--- src/shared/urh_map.vh ---
`ifndef URH_MAP_VH
`define URH_MAP_VH
// Register byte offsets
`define URH_OFF_DESC_A 12'h548
`define URH_OFF_DESC_B 12'h54c
`define URH_OFF_HUB_STAT 12'h550
`define URH_OFF_PORT1 12'h554
// First descriptor fields
`define URH_DA_NPORTS 8'h02
`define URH_DA_PSM 8
`define URH_DA_NPS 9
`define URH_DA_DT 10
`define URH_DA_OCPM 11
`define URH_DA_NOCP 12
`define URH_DA_POTPGT_LO 24
// Hub status fields
`define URH_HS_LPS 0
`define URH_HS_OC_IND 1
`define URH_HS_DRWE 15
`define URH_HS_LPSC 16
`define URH_HS_OCIC 17
`define URH_HS_CRWE 31
// Port status fields
`define URH_PS_CCS 0
`define URH_PS_PES 1
`define URH_PS_PPS 8
`define URH_PS_CSC 16
`define URH_PS_PESC 17
// Reset values
`define URH_RST_PSM 1'b0
`define URH_RST_NPS 1'b0
`define URH_RST_NOCP 1'b0
`define URH_RST_POTPGT 8'h01
`define URH_RST_DEV_REMOVABLE 16'h0000
`define URH_RST_POWER_MASK 16'h0000
// Power-good time unit
`define URH_POTPGT_UNIT_MS 2
`define URH_CLK_KHZ 50000
`define URH_POTPGT_UNIT_CYC (`URH_POTPGT_UNIT_MS * `URH_CLK_KHZ)
// AXI responses
`define URH_RESP_OKAY 2'b00
`define URH_RESP_SLVERR 2'b10
`endif

--- src/rtl/urh_root_hub.v ---
`timescale 1ns/100ps
`include "urh_map.vh"

module urh_root_hub
(
	input wire I_CLK,
	input wire I_RST_N,
	input wire [11:0] I_AWADDR,
	input wire I_AWVALID,
	output reg O_AWREADY,
	input wire [31:0] I_WDATA,
	input wire [3:0] I_WSTRB,
	input wire I_WVALID,
	output reg O_WREADY,
	output reg [1:0] O_BRESP,
	output reg O_BVALID,
	input wire I_BREADY,
	input wire [11:0] I_ARADDR,
	input wire I_ARVALID,
	output reg O_ARREADY,
	output reg [31:0] O_RDATA,
	output reg [1:0] O_RRESP,
	output reg O_RVALID,
	input wire I_RREADY,
	input wire I_CONNECT,
	input wire I_OVERCURRENT,
	input wire I_BUS_ERROR,
	input wire I_XACT_BUSY,
	input wire I_SUSPENDED,
	input wire I_PORT_RESET_DONE,
	input wire I_PORT_RESUME_DONE,
	output reg O_PORT_POWER,
	output reg O_PORT_ENABLE,
	output reg O_RESUME_REQ,
	output reg O_RESUME_DETECTED,
	output reg O_POWER_GOOD
);

////////////////////////////////////////////////////////////////////////////
// Registers

reg psm_q;
reg nps_q;
reg ocpm_q;
reg nocp_q;
reg [7:0] potpgt_q;
reg [1:0] dev_rem_q;
reg [1:0] pmask_q;
reg drwe_q;
reg ocic_q;
reg oc_ind_prev_q;
reg pps_q;
reg pes_q;
reg csc_q;
reg pesc_q;
reg ccs_prev_q;
reg [11:0] awaddr_q;
reg aw_have_q;
reg [31:0] wdata_q;
reg w_have_q;
reg pend_q;
reg [31:0] pend_data_q;
reg [7:0] pg_units_q;
reg [16:0] pg_cyc_q;

wire ccs_raw;
wire ccs_rd;
wire oc_ind_hub;
wire wr_go;
wire wr_desc_a;
wire wr_desc_b;
wire wr_hub;
wire port_apply;
wire [31:0] pw;
wire port_ctrl;
wire glob_clr;
wire glob_set;
wire port_set;
wire port_clr;
wire power_on;
wire power_off;
wire pps_d;
wire hw_dis;
wire pes_d;
wire cs_event;
reg [31:0] rd_mux;

// Decode word address match; byte address bits 1:0 are ignored
function hit;
	input [11:0] a;
	input [11:0] off;
	begin
		hit = (a[11:2] == off[11:2]);
	end
endfunction

////////////////////////////////////////////////////////////////////////////
// Status derivation

assign ccs_raw = I_CONNECT & pps_q;
assign ccs_rd = ccs_raw | dev_rem_q[0];
// Indicator valid only under collective reporting
assign oc_ind_hub = I_OVERCURRENT & ~ocpm_q & ~nocp_q;

////////////////////////////////////////////////////////////////////////////
// Write path

assign wr_go = aw_have_q & w_have_q & ~O_BVALID;
assign wr_desc_a = wr_go & hit(awaddr_q, `URH_OFF_DESC_A);
assign wr_desc_b = wr_go & hit(awaddr_q, `URH_OFF_DESC_B);
assign wr_hub = wr_go & hit(awaddr_q, `URH_OFF_HUB_STAT);
// Port writes held back while a transaction runs
assign port_apply = pend_q & ~I_XACT_BUSY;
assign pw = port_apply ? pend_data_q : 32'h00000000;

// Mask consulted only in per-port mode
assign port_ctrl = psm_q & pmask_q[0];
assign glob_clr = wr_hub & wdata_q[`URH_HS_LPS] & ~port_ctrl;
assign glob_set = wr_hub & wdata_q[`URH_HS_LPSC] & ~port_ctrl;
assign port_set = pw[`URH_PS_PPS] & port_ctrl;
assign port_clr = pw[9] & port_ctrl;
assign power_off = glob_clr | port_clr | I_OVERCURRENT;
assign power_on = glob_set | port_set;
assign pps_d = nps_q | (power_on | (pps_q & ~power_off));

// Hardware causes of enable loss
assign hw_dis = pes_q & (I_OVERCURRENT | ~ccs_raw | ~pps_d | I_BUS_ERROR);
assign pes_d = hw_dis ? 1'b0 :
	(pw[`URH_PS_CCS] ? 1'b0 :
	(((pw[`URH_PS_PES] | I_PORT_RESET_DONE | I_PORT_RESUME_DONE) &
	ccs_raw) | pes_q));
assign cs_event = ccs_raw != ccs_prev_q;

////////////////////////////////////////////////////////////////////////////
// AXI write channel

always @(posedge I_CLK or negedge I_RST_N)
begin
	if (!I_RST_N)
	begin
		O_AWREADY <= 1'b0;
		O_WREADY <= 1'b0;
		O_BVALID <= 1'b0;
		O_BRESP <= `URH_RESP_OKAY;
		awaddr_q <= 12'h000;
		aw_have_q <= 1'b0;
		wdata_q <= 32'h00000000;
		w_have_q <= 1'b0;
	end
	else
	begin
		O_AWREADY <= ~aw_have_q & ~(I_AWVALID & O_AWREADY);
		O_WREADY <= ~w_have_q & ~(I_WVALID & O_WREADY);
		if (I_AWVALID & O_AWREADY)
		begin
			awaddr_q <= I_AWADDR;
			aw_have_q <= 1'b1;
		end
		if (I_WVALID & O_WREADY)
		begin
			wdata_q <= I_WDATA;
			w_have_q <= 1'b1;
		end
		if (wr_go)
		begin
			aw_have_q <= 1'b0;
			w_have_q <= 1'b0;
			O_BVALID <= 1'b1;
			if (hit(awaddr_q, `URH_OFF_DESC_A) |
				hit(awaddr_q, `URH_OFF_DESC_B) |
				hit(awaddr_q, `URH_OFF_HUB_STAT) |
				hit(awaddr_q, `URH_OFF_PORT1))
				O_BRESP <= `URH_RESP_OKAY;
			else
				O_BRESP <= `URH_RESP_SLVERR;
		end
		else if (O_BVALID & I_BREADY)
			O_BVALID <= 1'b0;
	end
end

////////////////////////////////////////////////////////////////////////////
// Descriptor registers

always @(posedge I_CLK or negedge I_RST_N)
begin
	if (!I_RST_N)
	begin
		psm_q <= `URH_RST_PSM;
		nps_q <= `URH_RST_NPS;
		ocpm_q <= `URH_RST_PSM;
		nocp_q <= `URH_RST_NOCP;
		potpgt_q <= `URH_RST_POTPGT;
		dev_rem_q <= 2'b00;
		pmask_q <= 2'b00;
	end
	else
	begin
		if (wr_desc_a)
		begin
			psm_q <= wdata_q[`URH_DA_PSM];
			nps_q <= wdata_q[`URH_DA_NPS];
			ocpm_q <= wdata_q[`URH_DA_OCPM];
			nocp_q <= wdata_q[`URH_DA_NOCP];
			potpgt_q <= wdata_q[31:24];
		end
		if (wr_desc_b)
		begin
			dev_rem_q <= wdata_q[2:1];
			pmask_q <= wdata_q[18:17];
		end
	end
end

////////////////////////////////////////////////////////////////////////////
// Hub status, wakeup and port state

always @(posedge I_CLK or negedge I_RST_N)
begin
	if (!I_RST_N)
	begin
		drwe_q <= 1'b0;
		ocic_q <= 1'b0;
		oc_ind_prev_q <= 1'b0;
		pend_q <= 1'b0;
		pend_data_q <= 32'h00000000;
		pps_q <= 1'b0;
		pes_q <= 1'b0;
		csc_q <= 1'b0;
		pesc_q <= 1'b0;
		ccs_prev_q <= 1'b0;
		O_RESUME_REQ <= 1'b0;
		O_RESUME_DETECTED <= 1'b0;
		O_PORT_POWER <= 1'b0;
		O_PORT_ENABLE <= 1'b0;
	end
	else
	begin
		oc_ind_prev_q <= oc_ind_hub;
		if (oc_ind_hub != oc_ind_prev_q)
			ocic_q <= 1'b1;
		else if (wr_hub & wdata_q[`URH_HS_OCIC])
			ocic_q <= 1'b0;
		if (wr_hub & wdata_q[`URH_HS_DRWE])
			drwe_q <= 1'b1;
		else if (wr_hub & wdata_q[`URH_HS_CRWE])
			drwe_q <= 1'b0;
		if (wr_go & hit(awaddr_q, `URH_OFF_PORT1))
		begin
			pend_q <= 1'b1;
			pend_data_q <= wdata_q;
		end
		else if (port_apply)
			pend_q <= 1'b0;
		ccs_prev_q <= ccs_raw;
		pps_q <= pps_d;
		pes_q <= pes_d;
		O_PORT_POWER <= pps_d;
		O_PORT_ENABLE <= pes_d;
		// Set wins over a same-cycle clear
		if (cs_event | (pw[`URH_PS_PES] & ~ccs_raw))
			csc_q <= 1'b1;
		else if (pw[`URH_PS_CSC])
			csc_q <= 1'b0;
		if (hw_dis)
			pesc_q <= 1'b1;
		else if (pw[`URH_PS_PESC])
			pesc_q <= 1'b0;
		O_RESUME_REQ <= drwe_q & I_SUSPENDED & cs_event;
		O_RESUME_DETECTED <= drwe_q & I_SUSPENDED & cs_event;
	end
end

////////////////////////////////////////////////////////////////////////////
// Power-on to power-good timer

always @(posedge I_CLK or negedge I_RST_N)
begin
	if (!I_RST_N)
	begin
		pg_units_q <= 8'h00;
		pg_cyc_q <= 17'h00000;
		O_POWER_GOOD <= 1'b0;
	end
	else if (!pps_q)
	begin
		pg_units_q <= potpgt_q;
		pg_cyc_q <= 17'h00000;
		O_POWER_GOOD <= 1'b0;
	end
	else if (pg_units_q == 8'h00)
		O_POWER_GOOD <= 1'b1;
	else if (pg_cyc_q == `URH_POTPGT_UNIT_CYC - 1)
	begin
		pg_cyc_q <= 17'h00000;
		pg_units_q <= pg_units_q - 8'h01;
	end
	else
		pg_cyc_q <= pg_cyc_q + 17'h00001;
end

////////////////////////////////////////////////////////////////////////////
// Read path

always @*
begin
	rd_mux = 32'h00000000;
	if (hit(I_ARADDR, `URH_OFF_DESC_A))
	begin
		rd_mux[7:0] = `URH_DA_NPORTS;
		rd_mux[`URH_DA_PSM] = psm_q;
		rd_mux[`URH_DA_NPS] = nps_q;
		rd_mux[`URH_DA_DT] = 1'b0;
		rd_mux[`URH_DA_OCPM] = ocpm_q;
		rd_mux[`URH_DA_NOCP] = nocp_q;
		rd_mux[31:24] = potpgt_q;
	end
	else if (hit(I_ARADDR, `URH_OFF_DESC_B))
	begin
		rd_mux[2:1] = dev_rem_q;
		rd_mux[18:17] = pmask_q;
	end
	else if (hit(I_ARADDR, `URH_OFF_HUB_STAT))
	begin
		rd_mux[`URH_HS_OC_IND] = oc_ind_hub;
		rd_mux[`URH_HS_DRWE] = drwe_q;
		rd_mux[`URH_HS_OCIC] = ocic_q;
	end
	else if (hit(I_ARADDR, `URH_OFF_PORT1))
	begin
		rd_mux[`URH_PS_CCS] = ccs_rd;
		rd_mux[`URH_PS_PES] = pes_q;
		rd_mux[`URH_PS_PPS] = pps_q;
		rd_mux[`URH_PS_CSC] = csc_q;
		rd_mux[`URH_PS_PESC] = pesc_q;
	end
end

always @(posedge I_CLK or negedge I_RST_N)
begin
	if (!I_RST_N)
	begin
		O_ARREADY <= 1'b0;
		O_RVALID <= 1'b0;
		O_RDATA <= 32'h00000000;
		O_RRESP <= `URH_RESP_OKAY;
	end
	else
	begin
		O_ARREADY <= ~O_RVALID & ~(I_ARVALID & O_ARREADY);
		if (I_ARVALID & O_ARREADY)
		begin
			O_RVALID <= 1'b1;
			O_RDATA <= rd_mux;
			if (hit(I_ARADDR, `URH_OFF_DESC_A) |
				hit(I_ARADDR, `URH_OFF_DESC_B) |
				hit(I_ARADDR, `URH_OFF_HUB_STAT) |
				hit(I_ARADDR, `URH_OFF_PORT1))
				O_RRESP <= `URH_RESP_OKAY;
			else
				O_RRESP <= `URH_RESP_SLVERR;
		end
		else if (O_RVALID & I_RREADY)
			O_RVALID <= 1'b0;
	end
end

endmodule // urh_root_hub

--- config.mk ---
export PLATFORM = sky130hd
export DESIGN_NAME = urh_root_hub
export DESIGN_NICKNAME = d
export VERILOG_FILES = /design/src/rtl/urh_root_hub.v
export VERILOG_INCLUDE_DIRS = /design/src /design/src/shared
export SDC_FILE = /design/constraint.sdc
export NUM_CORES = 1
export LEC_CHECK = 0
export BUFFER_PORTS_ARGS = -buffer_cell sky130_fd_sc_hd__buf_2
export CELL_PAD_IN_SITES_DETAIL_PLACEMENT = 1
export CELL_PAD_IN_SITES_GLOBAL_PLACEMENT = 1
export CORE_MARGIN = 2
export CORE_UTILIZATION = 40
export DETAILED_ROUTE_END_ITERATION = 8
export GPL_TIMING_DRIVEN = 0
export PLACE_DENSITY = 0.82
export SKIP_CTS_REPAIR_TIMING = 1
export SLEW_MARGIN = 0
export SYNTH_ARGS = -nofsm -noshare
export SYNTH_HDL_FRONTEND = slang
export SYNTH_SLANG_ARGS = --single-unit
--- constraint.sdc ---
create_clock -name I_CLK -period 3 [get_ports I_CLK]
set_input_delay 0.6 -clock I_CLK [delete_from_list [all_inputs] [get_ports I_CLK]]
set_output_delay 0.6 -clock I_CLK [all_outputs]
set_load 0.02 [all_outputs]
=== Word level (Yosys, flattened, before mapping) ===
Cells that the tools add are included.
Widths: inputs -> output; s select.

* Mux-type cells: 52
* Reductions and logical operators: 11
* Bitwise logic cells: 67
* Add/subtract/negate cells: 2
* Equal/unequal tests: 14

{| class="wikitable"
|+ Operator list
! cell !! number
|-
| $eq 10x9->1 const B || 8
|-
| $mux 17 || 3
|-
| $mux 1 || 36
|-
| $and 1x1->1 || 34
|-
| $mux 8 || 4
|-
| $or 1x1->1 || 19
|-
| $mux 18 || 1
|-
| $reduce_bool 2->1 || 9
|-
| $add 17x1->17 const B || 1
|-
| $eq 17x17->1 const B || 1
|-
| $not 1->1 || 14
|-
| $mux 2 || 5
|-
| $logic_not 8->1 || 1
|-
| $mux 4 || 2
|-
| $sub 8x1->8 const B || 1
|-
| $ne 2x1->1 const B || 2
|-
| $mux 3 || 1
|-
| $ne 1x1->1 || 2
|-
| $ne 2x2->1 const B || 1
|-
| $reduce_and 2->1 || 1
|}

* Register bits after elaboration: 145
* Logic and storage cells: 179
* Output and inout bits: 46
* Bits of input ports: 74

=== Logic depth before layout (Yosys ltp) ===
Gate-level depths: netlist of run 1.

* Word-level depth: 16
* Mapped depth: 9
* Gate-level depth less buffers: 7

=== Worst setup path after synthesis of run 1 ===
OpenSTA, ideal clock, no wires.

* Path kind: input to register
* Start: input port I_ARADDR[9]
* End: register O_RDATA[11]
* Required time: 2934 ps
* Data arrival time: 2029 ps
* Stages on the path: 6
* Path buffers: 1
* Setup time: 66 ps
* Path slack: 904 ps
* Cell sequence: nand4bb_1 -> nor4b_2 -> nand2_1 -> nor3_1 -> clkbuf_1 -> a22o_1

* Word-level cells in the longest chain between the ends: 2

{| class="wikitable"
|+ Ends and longest elaborated chain
! what !! RTL line !! source
|-
| start, declared || urh_root_hub.v:18 || <nowiki>input wire [11:0] I_ARADDR,</nowiki>
|-
| $eq 10x9->1 || urh_root_hub.v:93 || <nowiki>hit = (a[11:2] == off[11:2]);</nowiki>
|-
| $mux 4 || urh_root_hub.v:308 || <nowiki>if (hit(I_ARADDR, `URH_OFF_DESC_A))</nowiki>
|-
| end signal, assigned || urh_root_hub.v:354 || <nowiki>O_RDATA <= rd_mux;</nowiki>
|-
| end, declared || urh_root_hub.v:21 || <nowiki>output reg [31:0] O_RDATA,</nowiki>
|}

No other way between the ends.
A chain may end at the register's enable or synchronous reset.

=== Worst setup path after layout of run 1 ===
* Start: input port I_ARADDR[9]
* End: register O_RDATA[26]

* Word-level cells in the longest chain between the ends: 2

{| class="wikitable"
|+ Ends and longest elaborated chain
! what !! RTL line
|-
| $eq 10x9->1 || urh_root_hub.v:93
|-
| $mux 8 || urh_root_hub.v:308
|}

No other way between the ends.

==> results of run 1 <==
[cells by family after synthesis]
group	count (synthesis)	synth area share, %
mux	52	11.8
simple gates	152	15.8
compound gates	83	10.5
other cells	1	0.0725
xor+xnor	6	1.02
fa+ha+maj	3	0.726
flops	115	55.7
buf+inv	42	4.40
[synthesized netlist by cell type (4+ instances only)]
| master | instances | area, um^2 |
|---|---|---|
| nor2_1 | 30 | 113 |
| nor2b_1 | 4 | 25.0 |
| xnor2_1 | 4 | 35.0 |
| mux2_2 | 46 | 518 |
| inv_1 | 13 | 48.8 |
| clkbuf_1 | 10 | 37.5 |
| mux2_4 | 6 | 90.1 |
| o21ai_0 | 24 | 120 |
| nand4_1 | 5 | 31.3 |
| nor4_1 | 4 | 25.0 |
| nor3_1 | 8 | 40.0 |
| dfrtp_1 | 114 | 2850 |
| nand3_1 | 10 | 50.1 |
| and2_1 | 4 | 25.0 |
| a22o_1 | 18 | 158 |
| a31oi_1 | 9 | 56.3 |
| buf_4 | 16 | 120 |
| and3_1 | 9 | 56.3 |
| a21oi_1 | 18 | 90.1 |
| nand2_1 | 48 | 180 |
| or4_1 | 9 | 67.6 |
[sequential cells by signal (all words and copies together) (netlist names), 6 cells and up]
signal / cells
O_RDATA: 19
awaddr_q: 10
pend_data_q: 6
pg_cyc_q: 17
pg_units_q: 8
potpgt_q: 8
wdata_q: 19
[where the power goes]
part | switching [mW] | internal, mW
clock network | 0.734 | 1.34
logic | 0.511 | 0.420
registers | 0.226 | 1.86
total | 1.47 | 3.63
[path summary, 6_finish.rpt]
| check | cells past startpoint | start | slack [ns] | end |
|---|---|---|---|---|
| worst max-delay path | 7 | I_ARADDR[9] | 0.53 | O_RDATA[26]$_DFFE_PN0P_ |
| worst min-delay path | 1 | I_RST_N | 0.06 | O_ARREADY$_DFF_PN0_ |
| worst max register to register | 5 | awaddr_q[5]$_DFFE_PN0P_ | 0.60 | potpgt_q[5]$_DFFE_PN0P_ |
| worst min register to register | 1 | O_RVALID$_DFFE_PN0P_ | 0.46 | O_ARREADY$_DFF_PN0_ |
| max in group asynchronous | 2 | I_RST_N | 2.20 | potpgt_q[0]$_DFFE_PN1P_ |
| min in group I_CLK | 2 | I_WVALID | 0.38 | O_WREADY$_DFF_PN0_ |
[area by class of cell]
class | instances | area (um^2)
plain buffers | 29 | 179
clock buffers | 19 | 453
clock inverters | 13 | 158
fillers | 1407 | 6120
inverters | 13 | 48.8
multi-input cells | 311 | 2120
flip-flops and latches | 115 | 2880
well taps | 172 | 215
repair buffers | 84 | 449
[stage by stage]
step | worst slack [ns] | hold slack [ns] | total power [mW] | cell area, um^2
floorplan | 0.904 | 0.304 | 2.68 | 5220
global placement | -0.0484 | 0.439 | 2.94 | 5850
detailed placement | 0.257 | 0.456 | 3.02 | 5890
CTS | 0.560 | 0.0599 | 5.14 | 6500
global route | 0.360 | 0.0686 | 5.33 | 6500
finish | 0.528 | 0.0609 | 5.10 | 6500
[worst reg2reg max path, stage by stage, from the launching register on]
cell	delay, ns
dfrtp_1	0.39
or3b_4	0.43
or2_4	0.28
nor4_2	0.45
buf_2	0.36
mux2_2	0.38
[per-layer routing]
| layer | global-route usage (%) | vias to the layer above |
|---|---|---|
| met4 | 7.61 | 0 |
| met1 | 24.5 | 2033 |
| met2 | 37.2 | 84 |
| li1 | - | 1843 |
| met3 | 6.06 | 20 |
| met5 | 0 | - |
==> results by group, run 1 <==
Run status
  – Status: complete, no violations

Yosys
  – Syn Area/Cell: 11.4 um^2
  – Synth Register Bits: 115
  – Top FF cell, synth: dfrtp_1
  – Sequential area share after synthesis: 55.7%
  – Yosys Warn Count: 0
  – Mapped cell area: 0.00517 mm^2
  – Ys async rst share: 100%
  – Cell count after synthesis: 454
  – Number of synthesized flops with an enable pin: 0
  – Distinct cells, synth: 51

Critical path
  – CP top delay family: simple AND/OR/NAND/NOR gates
  – Slowest-stage cell, CP: nor4b_2
  – Buf/Inv on CP: 2
  – Critical Path RT: 3.35 ns
  – CP Cell Sequence: buf_2, nand4bb_1, nor4b_2, nand2_1, nor3_1, clkbuf_1, a22o_1
  – Kind of critical path: in2reg
  – Critical Path End Type: register
  – Max Fanout on Critical Path: 10
  – Crit path arrival time: 2.82 ns
  – CP startpoint kind: input port
  – Critical path's largest stage delay: 0.67 ns

Floorplanning
  – Chip Height: 118 um
  – Die width: 118 um
  – Die ar.: 0.0139 mm^2
  – Row cnt: 41
  – Core Footprint: 0.0126 mm^2
  – I/O Pins: 120
  – Initial Util: 41.0%

Detailed routing
  – Met3 wire len: 556 um
  – Routed WL: 13800 um
  – WL/cell: 18.2 um
  – Routed Antenna Nets: 0
  – Drt via density: 5.26
  – Top sig layer: met4
  – Met2 wire len: 7120 um
  – DRT met1 WL: 5870 um
  – Via count of the routed design: 3980
  – Initial DRC Count: 143
  – Remaining DRCs: 0
  – 1st-pass router iterations: 4

Clock network
  – CTS buffer count: 17
  – Maximum clock insertion buffer count: 2
  – Reg clk slew, reported paths: 0.05 ns
  – CTS root buffer: clkbuf_16
  – Sinks on the clock net: 115
  – CTS tree: built
  – Skew-Pair Late Insertion Delay: 0.42 ns
  – Clock H-tree levels: 4

Finish
  – Layout area overhead: 25.7%
  – Share of post-route cells with drive strength above 1: 33.7%
  – Most common cell after layout, fill and taps aside: dfrtp_1
  – Finished Layout Cells: 756
  – Antenna fix cells: 0
  – Most frequent cells in the layout: 114 x dfrtp_1, 84 x buf_2, 48 x nand2_1
  – Nets: 648
  – Final core occ: 51.5%

Place
  – Port Buf Inserts: 83
  – Dpl cells: 724
  – Dpl hpwl: 9260 um
  – Routability Congestion: 0.813

Power
  – Leak: 3.10 nW
  – Peak supply drop: 0.526 mV
  – Power per Cell Area: 784 mW/mm^2

GRT
  – Total GRT Usage: 21.2%
  – Initial antenna violation count: 0
  – Vias in the first global route: 4585
  – GRT overflow: 0
  – Pin count of the biggest net entering global routing: 87
  – Global-route wire length before repair: 23200 um

STA
  – Setup TNS: 0 ns
  – Period utilization: 82.4%
  – Relative slew slack: 47.9%
  – Fin crit period: 2.47 ns
  – Slew of the pin with the lowest slew margin: 0.779 ns
  – Final Hold Vio Count: 0
  – RSZ-0062 raised after global routing: false
  – Fin Clk Skew: 0.00820 ns
  – Max-slew violations: 0
  – Final setup fails: 0
  – Fmax: 405 MHz

Flow run
  – Max_cap viols: 0

Hold path
  – HP Class: in2async
Power figures use the tool's default switching activity.
==> run 2, diff against run 1 <==
- ABC_AREA: not set -> 1
- CORE_UTILIZATION: 40 -> 36
- clock period: 3 -> 2.04 ns (I/O delays scaled with it)
==> run 2 against run 1 <==
Against the previous run:
- synthesized cell count is 46% higher
- clock-buffer cell count is 3 higher
- flip-flop and latch count stayed put
- routed wire length is 13% higher
- clock skew is 0.0010 ns higher
- non-clock buffer count is 6 higher
- critical endpoint is now pg_units_q[6]$_DFFE_PN0P_
- largest cell class unchanged
- highest routed layer unchanged
==> results by group, run 2 <==
Finish
  – Most common cell after layout, fill and taps aside: nand2_1
  – Largest regs: O_RDATA x19, wdata_q x19, pg_cyc_q x17
  – Fillers: 1828
  – Final core occ: 46.2%
  – Most frequent cells in the layout: 199 x nand2_1, 114 x dfrtp_1, 87 x buf_2
  – Layout area overhead: 24.1%
  – Fin area: 0.00677 mm^2
  – Share of post-route cells with drive strength above 1: 20.3%
  – Antenna fix cells: 0
  – Nets: 859

GRT
  – Total GRT Usage: 20.5%
  – GRT overflow: 0
  – Pin count of the biggest net entering global routing: 89
  – Vias in the first global route: 5153
  – Initial antenna violation count: 0
  – Global-route wire length before repair: 25800 um

Flow run
  – Max_cap viols: 0

Clock network
  – Reg clk slew, reported paths: 0.06 ns
  – CTS tree: built
  – CTS root buffer: clkbuf_16
  – Clock H-tree levels: 4
  – Sinks on the clock net: 115
  – Maximum clock insertion buffer count: 2
  – Skew-Pair Late Insertion Delay: 0.42 ns
  – CTS buffer count: 17

Place
  – Port Buf Inserts: 83
  – Dpl cell area: 0.00619 mm^2
  – Routability Congestion: 0.793
  – Dpl hpwl: 11000 um

STA
  – Relative slew slack: 60.8%
  – Final setup fails: 0
  – Period utilization: 81.8%
  – Fmax: 600 MHz
  – Fin crit period: 1.67 ns
  – Final Hold Vio Count: 0
  – Fin Clk Skew: 0.00922 ns
  – Slew of the pin with the lowest slew margin: 0.588 ns
  – Hold Worst Slack: 0.163 ns
  – RSZ-0062 raised after global routing: false
  – Max-slew violations: 0

Yosys
  – Yosys Warn Count: 0
  – Largest cells by area after synthesis: dfrtp_1 52%, nand2_1 14%, o21ai_0 7.2%
  – List of most frequent post-synthesis cells: 199 x nand2_1, 114 x dfrtp_1, 79 x o21ai_0, 73 x inv_1, 60 x nor2_1
  – Cell count after synthesis: 664
  – Mapped cell area: 0.00545 mm^2
  – Synth Register Bits: 115
  – Ys async rst share: 100%
  – Post-synth top area share: 52.3%
  – Number of synthesized flops with an enable pin: 0
  – Cell accounting for the most synthesized area: dfrtp_1
  – Top FF cell, synth: dfrtp_1
  – Most common cell in the netlist: nand2_1
  – Sequential area share after synthesis: 52.8%
  – Syn Area/Cell: 8.21 um^2
  – Distinct cells, synth: 40

Floorplanning
  – I/O Pins: 120
  – Core Footprint: 0.0146 mm^2
  – Row cnt: 44
  – Chip Height: 127 um
  – Die width: 127 um
  – Initial Util: 37.2%
  – Die ar.: 0.0162 mm^2

Critical path
  – Flop2flop setup slack: 0.37 ns
  – Max Fanout on Critical Path: 10
  – CP startpoint kind: register
  – FF-to-FF Start: pg_cyc_q[1]$_DFFE_PN0P_
  – Worst reg2reg path depth: 10
  – RR Endpoint: pg_units_q[6]$_DFFE_PN0P_
  – Crit path arrival time: 1.97 ns
  – Critical Path RT: 2.34 ns
  – Kind of critical path: reg2reg
  – Critical Path End Type: register

Detailed routing
  – Via count of the routed design: 4773
  – Initial DRC Count: 266
  – 1st-pass router iterations: 4
  – Drt via density: 4.88
  – Met3 wire len: 688 um
  – WL/cell: 15.9 um
  – Met2 wire len: 7820 um
  – Routed Antenna Nets: 0
  – Remaining DRCs: 0
  – Top sig layer: met4
  – DRT met1 WL: 6780 um
  – Routed WL: 15600 um

Power
  – Register share of total power: 39.9%
  – Peak supply drop: 0.701 mV
  – Int Pwr: 4.98 mW
  – Switching share of power: 32.5%
  – Comb pwr share: 21.1%
  – Clock Power Share: 39.1%
  – Leak: 3.44 nW
  – Power per Cell Area: 1090 mW/mm^2
  – NetSw: 2.40 mW

Hold path
  – HP Class: in2reg
  – Hold Startpoint: I_BREADY
  – Hold path depth: 2
  – Worst Hold Path EP: O_BVALID$_DFFE_PN0P_

Run status
  – Status: complete, no violations
==> run 2: worst max path at each step <==
stage | startpoint | end | slack (ns) | cells past startpoint
2_1_floorplan | pg_cyc_q[0]$_DFFE_PN0P_ | pg_units_q[2]$_DFFE_PN0P_ | 0.63 | 10
3_3_place_gp | I_RST_N | O_WREADY$_DFF_PN0_ | -0.85 | 1
3_5_place_dp | I_ARADDR[7] | O_RDATA[1]$_DFFE_PN0P_ | 0.37 | 9
4_1_cts | pg_cyc_q[1]$_DFFE_PN0P_ | pg_units_q[6]$_DFFE_PN0P_ | 0.36 | 10
5_1_grt | awaddr_q[7]$_DFFE_PN0P_ | pend_data_q[9]$_DFFE_PN0P_ | 0.22 | 6
6_report | pg_cyc_q[1]$_DFFE_PN0P_ | pg_units_q[6]$_DFFE_PN0P_ | 0.37 | 10
==> run 2: critical path: stages, from the launching register on <==
cell and delay (ns):
dfrtp_1 0.41, ha_1 0.24, nand3_1 0.12, inv_1 0.08, nand4_2 0.13, nand2_2 0.09
nand2_4 0.12, clkinv_2 0.07, buf_6 0.15, nand2_1 0.08, nand2_1 0.06
==> run 2: cell families (layout without fill, tap and decap cells) <==
family	count (synthesis)	count (layout)	synth area share [%]
simple gates	323	323	25.6
flops	115	115	52.8
buf+inv	111	228	9.29
compound gates	103	103	10.3
xor+xnor	8	8	1.28
fa+ha+maj	3	3	0.688
other cells	1	15	0.0688
==> run 2: power by group through the flow <==
| stage | combinational (mW) | clock, mW | sequential (mW) |
|---|---|---|---|
| 2_1_floorplan | 0.923 | 0 | 3.02 |
| 3_3_place_gp | 1.46 | 0 | 2.95 |
| 3_5_place_dp | 1.54 | 0 | 2.97 |
| 4_1_cts | 1.57 | 2.93 | 2.94 |
| 5_1_grt | 1.78 | 3.04 | 2.99 |
| 6_report | 1.55 | 2.88 | 2.94 |
==> run 2: metrics by stage <==
step	std cells	setup WS, ns	TNS (ns)	power, mW
floorplan	678	0.629	0	3.94
global placement	945	-0.846	-95.69	4.42
detailed placement	946	0.371	0	4.51
CTS	978	0.358	0	7.44
global route	979	0.223	0	7.81
finish	979	0.372	0	7.38
==> run 2: metal layers <==
metal	global-route usage, %	up-vias
li1	-	2326
met1	25.0	2324
met2	34.9	98
met3	5.95	25
met4	7.24	0
met5	0	-
==> run 2: layout make-up <==
type | count | area (um^2) | share of cell area (%)
Sequential cell | 115 | 2880 | 42.5
Multi-Input combinational cell | 452 | 2120 | 31.3
Clock buffer | 22 | 474 | 7.00
Timing Repair Buffer | 85 | 459 | 6.78
Inverter | 77 | 290 | 4.29
Tap cell | 184 | 230 | 3.40
Buffer | 34 | 216 | 3.20
Clock inverter | 10 | 100 | 1.48
==> run 3, diff against run 2 <==
- clock period: 2.04 -> 1.5 ns (I/O delays scaled with it)
==> run 3 against run 2 <==
Against the previous run:
- combinational power is 59% higher
- the run now ends with negative setup slack left
- register-to-register slack worse by 0.46 ns
- clock power is 37% higher
- routed wire length is 11% higher
- total power is 42% higher
- via count is 5.2% higher
- first-iteration DRC count is 5.6% higher
- die area stayed put
- global-route usage stayed put
- non-clock buffer count is 31 higher
- flip-flop and latch count stayed put
==> results by group, run 3 (same netlist as run 2, synthesis figures left out) <==
Power
  – Register share of total power: 38.6%
  – Leak: 3.65 nW
  – Power per Cell Area: 1430 mW/mm^2
  – Clock Power Share: 37.8%
  – NetSw: 3.52 mW
  – Switching share of power: 33.7%
  – Peak supply drop: 0.959 mV
  – Total Power: 10.5 mW
  – Int Pwr: 6.94 mW
  – Comb pwr share: 23.6%

Hold path
  – Worst Hold Path EP: O_RVALID$_DFFE_PN0P_
  – HP Class: in2reg
  – Hold Startpoint: I_RREADY
  – Hold path depth: 2

STA
  – Fin Clk Skew: 0.00959 ns
  – Final setup fails: 16
  – Fin crit period: 1.59 ns
  – Relative slew slack: 62.2%
  – Period utilization: 106%
  – Final Hold Vio Count: 0
  – RSZ-0062 raised after global routing: true
  – Setup TNS: -0.706 ns
  – Hold Worst Slack: 0.0487 ns
  – Fmax: 628 MHz
  – Setup ws final: -0.0923 ns
  – Slew of the pin with the lowest slew margin: 0.567 ns
  – Max-slew violations: 0

Flow run
  – Max_cap viols: 0

GRT
  – Initial antenna violation count: 0
  – Total GRT Usage: 20.5%
  – Vias in the first global route: 5153
  – Pin count of the biggest net entering global routing: 89
  – Global-route wire length before repair: 25800 um
  – GRT overflow: 0

Detailed routing
  – Initial DRC Count: 281
  – Via count of the routed design: 5021
  – 1st-pass router iterations: 4
  – Drt via density: 4.97
  – DRT met1 WL: 7180 um
  – Routed WL: 17200 um
  – WL/cell: 17.1 um
  – Routed Antenna Nets: 0
  – Remaining DRCs: 0
  – Met2 wire len: 9140 um
  – Top sig layer: met4
  – Met3 wire len: 686 um

Critical path
  – Crit path arrival time: 1.91 ns
  – Max Fanout on Critical Path: 6
  – Slowest-stage cell, CP: dfrtp_2
  – CP top delay family: buffers and inverters
  – Kind of critical path: reg2reg
  – Critical path's largest stage delay: 0.45 ns
  – FF-to-FF Start: pg_units_q[0]$_DFFE_PN0P_
  – Critical Path RT: 1.82 ns
  – CP startpoint kind: register
  – RR Endpoint: pg_units_q[7]$_DFFE_PN0P_
  – Crit path depth: 9
  – Critical Path End Type: register
  – Worst reg2reg path depth: 9
  – Buf/Inv on CP: 4
  – CP Cell Sequence: inv_2, ha_2, nand4_4, buf_12, nand2_8, inv_8, clkbuf_16, nand2_2, nand2_1
  – Flop2flop setup slack: -0.09 ns

Finish
  – Layout area overhead: 34.6%
  – Finished Layout Cells: 1010
  – Fin area: 0.00734 mm^2
  – Final core occ: 50.1%
  – Antenna fix cells: 0
  – Share of post-route cells with drive strength above 1: 32.1%
  – Most common cell after layout, fill and taps aside: nand2_1
  – Largest regs: O_RDATA x19, wdata_q x19, pg_cyc_q x17
  – Fillers: 1781
  – Nets: 890
  – Most frequent cells in the layout: 174 x nand2_1, 106 x dfrtp_1, 84 x buf_2

Floorplanning
  – Row cnt: 44
  – Die ar.: 0.0162 mm^2
  – Initial Util: 37.2%
  – Core Footprint: 0.0146 mm^2
  – Chip Height: 127 um
  – Die width: 127 um
  – I/O Pins: 120

Place
  – Placement Setup Slack: -0.131 ns
  – Routability Congestion: 0.793
  – Dpl cell area: 0.00619 mm^2
  – Dpl hpwl: 11000 um
  – Port Buf Inserts: 83
  – Dpl cells: 946

Clock network
  – CTS tree: built
  – Reg clk slew, reported paths: 0.06 ns
  – Maximum clock insertion buffer count: 2
  – CTS buffer count: 17
  – Skew-Pair Late Insertion Delay: 0.43 ns
  – Sinks on the clock net: 115
  – Clock H-tree levels: 4
  – CTS root buffer: clkbuf_16

Run status
  – Violated checks: negative setup slack
  – Status: finished with violations
-- run 3: changes by cell type in the layout (fill, tap and decap cells not counted), moves of 8 or more --
cell	change
o21ai_0	-8
inv_2	+10
dfrtp_2	+8
dfrtp_1	-8
nand2_2	+20
inv_1	-12
nor2_1	-14
nor2_2	+11
buf_4	+26
nand2_1	-25
-- run 3: power by group through the flow --
| stage | registers (mW) | clock network [mW] | logic (mW) |
|---|---|---|---|
| floorplan | 4.11 | 0 | 1.25 |
| CTS | 4.00 | 3.98 | 2.14 |
| detailed placement | 4.04 | 0 | 2.10 |
| finish | 4.04 | 3.96 | 2.47 |
| global placement | 4.02 | 0 | 1.99 |
| global route | 4.11 | 4.16 | 2.76 |
-- run 3: worst max path at each step --
| stage | startpoint | end | slack [ns] |
|---|---|---|---|
| 2_1_floorplan | pg_cyc_q[0]$_DFFE_PN0P_ | pg_units_q[3]$_DFFE_PN0P_ | 0.09 |
| 3_3_place_gp | I_RST_N | O_WREADY$_DFF_PN0_ | -1.28 |
| 3_5_place_dp | pg_cyc_q[1]$_DFFE_PN0P_ | pg_units_q[5]$_DFFE_PN0P_ | -0.13 |
| 4_1_cts | pg_cyc_q[1]$_DFFE_PN0P_ | pg_units_q[6]$_DFFE_PN0P_ | -0.18 |
| 5_1_grt | pg_units_q[4]$_DFFE_PN0P_ | pg_units_q[4]$_DFFE_PN0P_ | -0.14 |
| 6_report | pg_units_q[0]$_DFFE_PN0P_ | pg_units_q[7]$_DFFE_PN0P_ | -0.09 |
-- run 3: layer usage --
| metal | vias up | track usage [%] |
|---|---|---|
| met1 | 2492 | 25.0 |
| li1 | 2393 | - |
| met4 | 0 | 7.24 |
| met5 | - | 0 |
| met2 | 119 | 34.9 |
| met3 | 17 | 5.95 |
-- run 3: final cells by class --
cell class | count | area, um^2 | area share (%)
Clock buffer | 22 | 474 | 6.46
Tap cell | 184 | 230 | 3.14
Multi-Input combinational cell | 452 | 2340 | 31.9
Buffer | 33 | 239 | 3.26
Sequential cell | 115 | 2890 | 39.4
Timing Repair Buffer | 117 | 767 | 10.4
Inverter | 77 | 302 | 4.11
Clock inverter | 10 | 100 | 1.36
-- run 3: worst register-to-register path, cell delays in order (launching register included) --
cell and delay (ns):
dfrtp_2 0.45, inv_2 0.12, ha_2 0.23, nand4_4 0.11, buf_12 0.17, nand2_8 0.10
inv_8 0.05, clkbuf_16 0.16, nand2_2 0.05, nand2_1 0.04
